==> src/inc/sec_status_pkg.sv <==
/*
 * constants for the secondary status and i/o window register block:
 * register offsets, field positions, reset values and event bit order.
 * assumes a 32-bit apb register bus and byte addressing.
 */
package sec_status_pkg;

    // register byte offsets
    localparam logic [11:0] OFF_STATUS_IO_WINDOW = 12'h01c;
    localparam logic [11:0] OFF_IRQ_STATUS = 12'h040;
    localparam logic [11:0] OFF_IRQ_CLEAR = 12'h044;
    localparam logic [11:0] OFF_IRQ_ENABLE = 12'h048;
    localparam logic [31:0] RST_STATUS_IO_WINDOW = 32'h02a00101;
    localparam logic [31:0] DATA_ZERO = 32'h00000000;

    // status flag and field positions in the window register
    localparam int BIT_PARITY_ERROR_SEEN = 31;
    localparam int BIT_SYSTEM_ERROR_RECEIVED = 30;
    localparam int BIT_MASTER_ABORT_RECEIVED = 29;
    localparam int BIT_TARGET_ABORT_RECEIVED = 28;
    localparam int BIT_TARGET_ABORT_SIGNALED = 27;
    localparam int BIT_UNCORRECTABLE_DATA_ERROR = 24;
    localparam int BIT_BACK_TO_BACK_CAPABLE = 23;
    localparam int BIT_HIGH_SPEED_CAPABLE = 21;
    localparam int DEVSEL_MSB = 26;
    localparam int DEVSEL_LSB = 25;
    localparam int TOP_MSB = 15;
    localparam int TOP_LSB = 12;
    localparam int CAP_UPPER_MSB = 11;
    localparam int CAP_UPPER_LSB = 8;
    localparam int BASE_MSB = 7;
    localparam int BASE_LSB = 4;
    localparam int CAP_LOWER_MSB = 3;
    localparam int CAP_LOWER_LSB = 0;

    // read-only field values
    localparam logic [1:0] DEVSEL_MEDIUM = 2'h1;
    localparam logic HARDWIRED_ONE = 1'b1;
    localparam logic [3:0] IO_WIDTH_CAP_32 = 4'h1;
    localparam logic [3:0] NIBBLE_ZERO = 4'h0;
    localparam logic [15:0] UPPER_ADDR_ZERO = 16'h0000;

    // event order; index is also the interrupt status bit
    localparam int NUM_EVENTS = 6;
    localparam int EV_PARITY = 0;
    localparam int EV_SYSTEM_ERROR = 1;
    localparam int EV_MASTER_ABORT = 2;
    localparam int EV_TARGET_ABORT_RX = 3;
    localparam int EV_TARGET_ABORT_TX = 4;
    localparam int EV_DATA_ERROR = 5;
    localparam int EVENT_POS [NUM_EVENTS] = '{
        BIT_PARITY_ERROR_SEEN, BIT_SYSTEM_ERROR_RECEIVED, BIT_MASTER_ABORT_RECEIVED,
        BIT_TARGET_ABORT_RECEIVED, BIT_TARGET_ABORT_SIGNALED, BIT_UNCORRECTABLE_DATA_ERROR
    };

endpackage : sec_status_pkg

==> src/inc/io_window_if.sv <==
/*
 * carrier between the register block and the i/o window decoder.
 * assumes both ends run on the same clock.
 */
`timescale 1ns/1ps
interface io_window_if;
    logic [3:0] window_base;
    logic [3:0] window_top;
    logic req_valid;
    logic [31:0] req_addr;
    logic hit_valid;
    logic hit;

    modport regs (
        output window_base,
        output window_top,
        output req_valid,
        output req_addr,
        input hit_valid,
        input hit
    );

    modport dec (
        input window_base,
        input window_top,
        input req_valid,
        input req_addr,
        output hit_valid,
        output hit
    );
endinterface : io_window_if

==> src/design/io_window_decode.sv <==
/*
 * i/o window decoder: tells whether an i/o address falls inside the
 * forwarded range given by the base and top nibbles.
 * assumes requests come from logic on the same clock.
 */
`timescale 1ns/1ps
module io_window_decode
    import sec_status_pkg::*;
(
    // clock and reset
    input wire logic clk,
    input wire logic rst,
    // window and request
    io_window_if.dec win
);
    logic hit_valid_ff;
    logic hit_ff;
    logic nxt_hit;

    // inclusive bound check
    // low twelve bits span 000..fff, so the nibble compare is exact
    always_comb begin
        nxt_hit = (win.req_addr[31:16] == UPPER_ADDR_ZERO) &&
                  (win.req_addr[TOP_MSB:TOP_LSB] >= win.window_base) &&
                  (win.req_addr[TOP_MSB:TOP_LSB] <= win.window_top);
    end

    always_ff @(posedge clk) begin
        if (rst) begin
            hit_valid_ff <= 1'b0;
            hit_ff <= 1'b0;
        end else begin
            hit_valid_ff <= win.req_valid;
            hit_ff <= win.req_valid & nxt_hit;
        end
    end

    assign win.hit_valid = hit_valid_ff;
    assign win.hit = hit_ff;
endmodule : io_window_decode

==> src/design/sec_status_io_window.sv <==
/*
 * secondary status and i/o window register with apb slave, sticky
 * interrupt status, and i/o forward decode.
 * assumes event inputs are one-cycle pulses from logic on clk, and the
 * system error line is an asynchronous active-low pin.
 */
// Overview of operation
// - parity errors set bit 31, write-one clears
// - system error line sets bit 30, w1c
// - master-abort as master sets bit 29, w1c
// - target-abort received as master sets 28, w1c
// - target-abort signaled as target sets 27
// - bits 26:25 read-only medium devsel 01
// - uncorrectable data error sets bit 24, w1c
// - bit 23 hardwired one, back-to-back capable
// - bit 21 hardwired one, 66 MHz capable
// - bits 15:12 give window top, low fff
// - bits 7:4 give window base, low 000
// - capability nibbles read-only, value 0x1
`timescale 1ns/1ps
module sec_status_io_window
    import sec_status_pkg::*;
(
    // clock and reset
    input wire logic clk,
    input wire logic rst,
    // apb slave
    input wire logic psel,
    input wire logic penable,
    input wire logic pwrite,
    input wire logic [11:0] paddr,
    input wire logic [31:0] pwdata,
    output logic [31:0] prdata,
    output logic pready,
    output logic pslverr,
    // secondary bus events
    input wire logic parity_error_event,
    input wire logic system_error_line_n,
    input wire logic master_abort_event,
    input wire logic target_abort_rx_event,
    input wire logic target_abort_tx_event,
    input wire logic data_error_event,
    // i/o forward decode
    input wire logic io_req_valid,
    input wire logic [31:0] io_req_addr,
    output logic io_fwd_valid,
    output logic io_fwd_hit,
    // interrupt
    output logic irq
);
    // apb state
    logic [31:0] prdata_ff;
    logic pready_ff;
    logic pslverr_ff;
    logic [31:0] nxt_prdata;
    logic nxt_pslverr;
    logic wr_fire;

    // register contents
    logic [NUM_EVENTS-1:0] flag_ff;
    logic [NUM_EVENTS-1:0] irq_status_ff;
    logic [NUM_EVENTS-1:0] irq_enable_ff;
    logic [3:0] io_window_top_ff;
    logic [3:0] io_window_base_ff;
    logic irq_ff;

    // pin synchroniser
    logic serr_meta_ff;
    logic serr_sync_ff;

    // decode helpers
    logic [NUM_EVENTS-1:0] events;
    logic [NUM_EVENTS-1:0] flag_clr;
    logic [NUM_EVENTS-1:0] irq_clr;
    logic [31:0] window_word;
    logic sel_window;
    logic sel_status;
    logic sel_clear;
    logic sel_enable;
    logic fwd_valid_ff;
    logic fwd_hit_ff;

    io_window_if win ();

    // system error pin is asynchronous, two flops before use
    // reset to idle level so no false event follows reset
    always_ff @(posedge clk) begin
        if (rst) begin
            serr_meta_ff <= 1'b1;
            serr_sync_ff <= 1'b1;
        end else begin
            serr_meta_ff <= system_error_line_n;
            serr_sync_ff <= serr_meta_ff;
        end
    end

    // event vector in status order
    always_comb begin
        events = '0;
        events[EV_PARITY] = parity_error_event;
        events[EV_SYSTEM_ERROR] = ~serr_sync_ff;
        events[EV_MASTER_ABORT] = master_abort_event;
        events[EV_TARGET_ABORT_RX] = target_abort_rx_event;
        events[EV_TARGET_ABORT_TX] = target_abort_tx_event;
        events[EV_DATA_ERROR] = data_error_event;
    end

    // address decode
    always_comb begin
        sel_window = 1'b0;
        sel_status = 1'b0;
        sel_clear = 1'b0;
        sel_enable = 1'b0;
        if (paddr == OFF_STATUS_IO_WINDOW) begin
            sel_window = 1'b1;
        end else if (paddr == OFF_IRQ_STATUS) begin
            sel_status = 1'b1;
        end else if (paddr == OFF_IRQ_CLEAR) begin
            sel_clear = 1'b1;
        end else if (paddr == OFF_IRQ_ENABLE) begin
            sel_enable = 1'b1;
        end
    end

    // write commits only at the edge that completes the access
    // refused accesses select no writable register, so they change nothing
    assign wr_fire = psel & penable & pready_ff & pwrite;

    // write-one-clear masks, per bit
    generate
        for (genvar i = 0; i < NUM_EVENTS; i++) begin : g_clr
            assign flag_clr[i] = wr_fire & sel_window & pwdata[EVENT_POS[i]];
            assign irq_clr[i] = wr_fire & sel_clear & pwdata[i];
        end
    endgenerate

    // sticky flags; a set in the clear cycle wins
    generate
        for (genvar i = 0; i < NUM_EVENTS; i++) begin : g_flag
            always_ff @(posedge clk) begin
                if (rst) begin
                    flag_ff[i] <= 1'b0;
                end else begin
                    flag_ff[i] <= events[i] | (flag_ff[i] & ~flag_clr[i]);
                end
            end
            // separate copy, so clearing one view keeps the other
            always_ff @(posedge clk) begin
                if (rst) begin
                    irq_status_ff[i] <= 1'b0;
                end else begin
                    irq_status_ff[i] <= events[i] | (irq_status_ff[i] & ~irq_clr[i]);
                end
            end
        end
    endgenerate

    // writable window fields
    always_ff @(posedge clk) begin
        if (rst) begin
            io_window_top_ff <= RST_STATUS_IO_WINDOW[TOP_MSB:TOP_LSB];
            io_window_base_ff <= RST_STATUS_IO_WINDOW[BASE_MSB:BASE_LSB];
        end else begin
            if (wr_fire && sel_window) begin
                io_window_top_ff <= pwdata[TOP_MSB:TOP_LSB];
                io_window_base_ff <= pwdata[BASE_MSB:BASE_LSB];
            end
        end
    end

    // interrupt enables; bits above the event count do not exist
    always_ff @(posedge clk) begin
        if (rst) begin
            irq_enable_ff <= '0;
        end else begin
            if (wr_fire && sel_enable) begin
                irq_enable_ff <= pwdata[NUM_EVENTS-1:0];
            end
        end
    end

    // assemble the window register for reads
    always_comb begin
        window_word = DATA_ZERO;
        // reserved bits keep the zero default
        for (int i = 0; i < NUM_EVENTS; i++) begin
            window_word[EVENT_POS[i]] = flag_ff[i];
        end
        window_word[DEVSEL_MSB:DEVSEL_LSB] = DEVSEL_MEDIUM;
        window_word[BIT_BACK_TO_BACK_CAPABLE] = HARDWIRED_ONE;
        window_word[BIT_HIGH_SPEED_CAPABLE] = HARDWIRED_ONE;
        window_word[TOP_MSB:TOP_LSB] = io_window_top_ff;
        window_word[CAP_UPPER_MSB:CAP_UPPER_LSB] = IO_WIDTH_CAP_32;
        window_word[BASE_MSB:BASE_LSB] = io_window_base_ff;
        window_word[CAP_LOWER_MSB:CAP_LOWER_LSB] = IO_WIDTH_CAP_32;
    end

    // read mux; reserved and write-only read zero
    always_comb begin
        nxt_prdata = DATA_ZERO;
        nxt_pslverr = 1'b0;
        if (sel_window) begin
            nxt_prdata = window_word;
        end else if (sel_status) begin
            // read-only: a write is refused and dropped
            nxt_prdata[NUM_EVENTS-1:0] = irq_status_ff;
            nxt_pslverr = pwrite;
        end else if (sel_clear) begin
            nxt_prdata = DATA_ZERO;
        end else if (sel_enable) begin
            nxt_prdata[NUM_EVENTS-1:0] = irq_enable_ff;
        end else begin
            nxt_pslverr = 1'b1;
        end
    end

    // answer prepared in setup, ready in the first access cycle
    always_ff @(posedge clk) begin
        if (rst) begin
            pready_ff <= 1'b0;
        end else begin
            pready_ff <= psel & ~penable;
        end
    end

    // read data stands only with ready, zero otherwise
    always_ff @(posedge clk) begin
        if (rst) begin
            prdata_ff <= DATA_ZERO;
        end else begin
            if (psel && !penable && !pwrite) begin
                prdata_ff <= nxt_prdata;
            end else begin
                prdata_ff <= DATA_ZERO;
            end
        end
    end

    // error flag stands only with ready
    always_ff @(posedge clk) begin
        if (rst) begin
            pslverr_ff <= 1'b0;
        end else begin
            if (psel && !penable) begin
                pslverr_ff <= nxt_pslverr;
            end else begin
                pslverr_ff <= 1'b0;
            end
        end
    end

    // level interrupt from enabled sticky bits
    // registered, so decode settling never shows on the pin
    always_ff @(posedge clk) begin
        if (rst) begin
            irq_ff <= 1'b0;
        end else begin
            irq_ff <= |(irq_status_ff & irq_enable_ff);
        end
    end

    // window values and requests to the decoder
    assign win.window_base = io_window_base_ff;
    assign win.window_top = io_window_top_ff;
    assign win.req_valid = io_req_valid;
    assign win.req_addr = io_req_addr;

    io_window_decode u_decode (
        .clk(clk),
        .rst(rst),
        .win(win.dec)
    );

    // decoder result already registered; one more flop keeps outputs local
    always_ff @(posedge clk) begin
        if (rst) begin
            fwd_valid_ff <= 1'b0;
        end else begin
            fwd_valid_ff <= win.hit_valid;
        end
    end

    // hit only ever rises together with its valid
    always_ff @(posedge clk) begin
        if (rst) begin
            fwd_hit_ff <= 1'b0;
        end else begin
            fwd_hit_ff <= win.hit;
        end
    end

    assign prdata = prdata_ff;
    assign pready = pready_ff;
    assign pslverr = pslverr_ff;
    assign irq = irq_ff;
    assign io_fwd_valid = fwd_valid_ff;
    assign io_fwd_hit = fwd_hit_ff;
endmodule : sec_status_io_window

==> config.mk <==
export PLATFORM = sky130hd
export DESIGN_NAME = sec_status_io_window
export DESIGN_NICKNAME = d
export VERILOG_FILES = /design/src/inc/sec_status_pkg.sv /design/src/inc/io_window_if.sv /design/src/design/io_window_decode.sv /design/src/design/sec_status_io_window.sv
export SDC_FILE = /design/constraint.sdc
export NUM_CORES = 1
export LEC_CHECK = 0
export BUFFER_PORTS_ARGS = -buffer_cell sky130_fd_sc_hd__buf_4
export CORE_ASPECT_RATIO = 0.75
export CORE_MARGIN = 8
export CORE_UTILIZATION = 48
export DETAILED_ROUTE_END_ITERATION = 8
export PLACE_DENSITY = 0.95
export SLEW_MARGIN = 20
export SYNTH_ARGS = -nofsm -noshare
export SYNTH_HDL_FRONTEND = slang
export SYNTH_SLANG_ARGS = --single-unit
==> constraint.sdc <==
create_clock -name clk -period 5.2 [get_ports clk]
set_input_delay 0.52 -clock clk [delete_from_list [all_inputs] [get_ports clk]]
set_output_delay 0.52 -clock clk [all_outputs]
set_load 0.05 [all_outputs]
==> results.md <==
* Initial antenna violation count at 0
* Hold_ws at 0.394 ns
* NetSw at 179 µW
* Synth unique cells at 39
* Die area at 7300 µm²
* Clock Skew at 0.00676 ns
* Run status: finished, final reports clean
* Pwr Density at 249 nW/µm²
* WL final at 5420 µm
* Placer Congestion at 0.826
* Crit path time final at 2.20 ns
* Post-DP HPWL at 4390 µm
* Yosys reg bits at 54
* Sinks on Clock Net at 54
* NumNets Final at 413
* VDD IR max at 0.165 mV
* Worst slew margin at 44.9%
* Post_cts resized at 0
* DIE HEIGHT at 76.0 µm
* Register area share after synthesis at 46.9%
* Worst EP required at 5.45 ns
* Lkg Pwr at 1.46 nW
* Pwr Total at 752 µW
* Root buffer cell: clkbuf_8
* CP max stage delay at 0.68 ns
* Antenna diodes at 0
* Avg Inst Size Synth at 9.81 µm²
* Post-synth EDFFs at 0
* Setup CP Type: input port to flip-flop
* WL per Instance at 14.3 µm
* Total CTS buffers at 5
* Final period utilization at 42.3%
* Post-Synthesis Cells at 235
* Fmax at 455 MHz
* Layout cells sized above 1 at 33.0%
* Synth-to-Final Area Change at 31.3%
* Slowest cell on crit path: nor4_4
* Yosys Warn Count at 0
* Final setup fails at 0
* Final WS setup at 3.00 ns
* Worst-path clk slew at 0.09 ns
* RSZ-0062 raised after global routing: false
* Crit path cell chain: buf_4 -> or4_4 -> or3_4 -> nor4_4 -> o21bai_2
* Arrival time at the worst endpoint at 2.45 ns
* Largest net degree at the start of global routing at 40
* TritonCTS clock tree: built
* Final ANT Viol Nets at 0
* Longest Clk Path Bufs at 2
* Post-synthesis cell area at 2300 µm²
* Switching Fraction at 23.8%
* Combinational power share at 12.2%
* First-pass GRT wire length at 8550 µm
* Final hold vios at 0
* Flop pwr share at 56.6%
* Fin Setup TNS at 0 ns
* GRT overflow at 0
* Overall Global Routing Usage at 14.8%
* Io pins at 125
* Starting Density at 48.4%
* Die W at 96.0 µm
* Core area at 4760 µm²
* Hold-fix buffer count after cts at 0
* Dpl ws at 2.63 ns
* Via/cell ratio at 4.88
* Worst-margin pin slew at 0.824 ns
* DRT iter0 DRCs at 61
* Slew Limit Fails at 0
* Vias at 1846
* Int Pwr at 573 µW
* Clock group share of total power at 31.2%
* Vias in the first global route at 1857
* Worst skew pair latency at 0.31 ns
* Drt pass-1 iters at 4
* Startpoint types: input port
* Ys async rst share at 0%
* Post-CTS setup buffers at 0
* CP max FO at 16
* Max cap viols at 0
* CP Capture Type: flip-flop
* Htree depth at 2
* Rows at 22
* Port Buf Inserts at 88
* Hold crit path type: input port to flip-flop
* Drt drc at 0
* Synth Flop Type: dfxtp_1
## routing by layer
metal	GRT usage [%]	part of all wire (%)	vias to the layer above	routed length, µm
li1	-	-	943	-
met1	16.7	40	836	2170
met2	24.8	50	60	2710
met3	5.02	8.2	7	447
met4	5.67	1.7	0	94
met5	0	0	-	0
## layout make-up
cell class                      instances  area (µm²)
Clock buffer                            7        86.3
Clock inverter                          1        5.00
Fill cell                             420        1740
Inverter                               20        75.1
Multi-Input combinational cell        148        1040
Sequential cell                        54        1080
Tap cell                               60        75.1
Timing Repair Buffer                   88         661
## stage by stage
step           instance area (µm²)  std cells  util (%)
2_1_floorplan                 2340        244         -
5_1_grt                       3030        378      63.5
6_report                      3030        378      63.5
3_3_place_gp                  2930        370      61.6
4_1_cts                       3030        378      63.5
3_5_place_dp                  2930        370      61.6
## power by group through the flow
stage / sequential [mW] / combinational, mW / clock [mW]
2_1_floorplan: 0.438 / 0.0483 / 0
3_3_place_gp: 0.435 / 0.0891 / 0
3_5_place_dp: 0.436 / 0.0919 / 0
4_1_cts: 0.426 / 0.0922 / 0.237
5_1_grt: 0.427 / 0.0994 / 0.259
6_report: 0.426 / 0.0921 / 0.234
## final timing paths
check                            from           end  cells past startpoint  slack [ns]
setup / recovery             paddr[5]     prdata[0]                      5        3.00
hold / removal    system_error_line_n  serr_meta_ff                      2        0.39
setup reg to reg               pready    flag_ff[5]                      4        3.29
hold reg to reg          serr_meta_ff  serr_sync_ff                      1        0.42
## sequential cells by signal (all words and copies together) (netlist names)
signal                  count
io_window_base_ff           4
pready                      1
irq_enable_ff               6
serr_meta_ff                1
prdata                     19
u_decode.win.hit            1
io_fwd_hit                  1
irq                         1
flag_ff                     6
serr_sync_ff                1
io_window_top_ff            4
io_fwd_valid                1
u_decode.win.hit_valid      1
irq_status_ff               6
pslverr                     1
## cells in the final DEF, fill, tap and decap left out, types with 2 or more instances in the layout
master	Yosys	routed
conb_1	1	10
buf_4	13	88
nor2_1	20	20
nor2b_1	4	4
nor4b_1	2	2
nand2_1	3	3
mux2i_1	20	20
nand3_1	2	2
inv_1	20	20
a21oi_1	9	9
o21ai_0	7	7
ha_1	8	8
a22oi_1	3	3
o2bb2ai_2	2	2
a311oi_1	6	6
nor4_1	6	6
clkbuf_8	0	6
nand2b_1	13	13
and3_1	2	2
nand4_1	2	2
or2_2	3	3
and2_1	12	12
dfxtp_1	54	54
or4_4	2	2
## cells in the mapped netlist (7+ instances only)
cell type	count	area [µm²]
o21ai_0	7	35.0
inv_1	20	75.1
nor2_1	20	75.1
and2_1	12	75.1
a21oi_1	9	45.0
mux2i_1	20	200
ha_1	8	100
nand2b_1	13	81.3
dfxtp_1	54	1080
buf_4	13	97.6
## critical path: cells and delay by family
family          cells  cell delay [ns]
compound gates      1             0.24
simple gates        3             1.58
buf+inv             1             0.11
## kinds of logic after synthesis
group | Yosys count | synth area share, %
simple gates | 77 | 20.3
mux | 20 | 8.69
buf+inv | 42 | 9.34
fa+ha+maj | 8 | 4.34
other cells | 1 | 0.163
compound gates | 33 | 10.3
flops | 54 | 46.9
(Power assumes the default switching activity.)
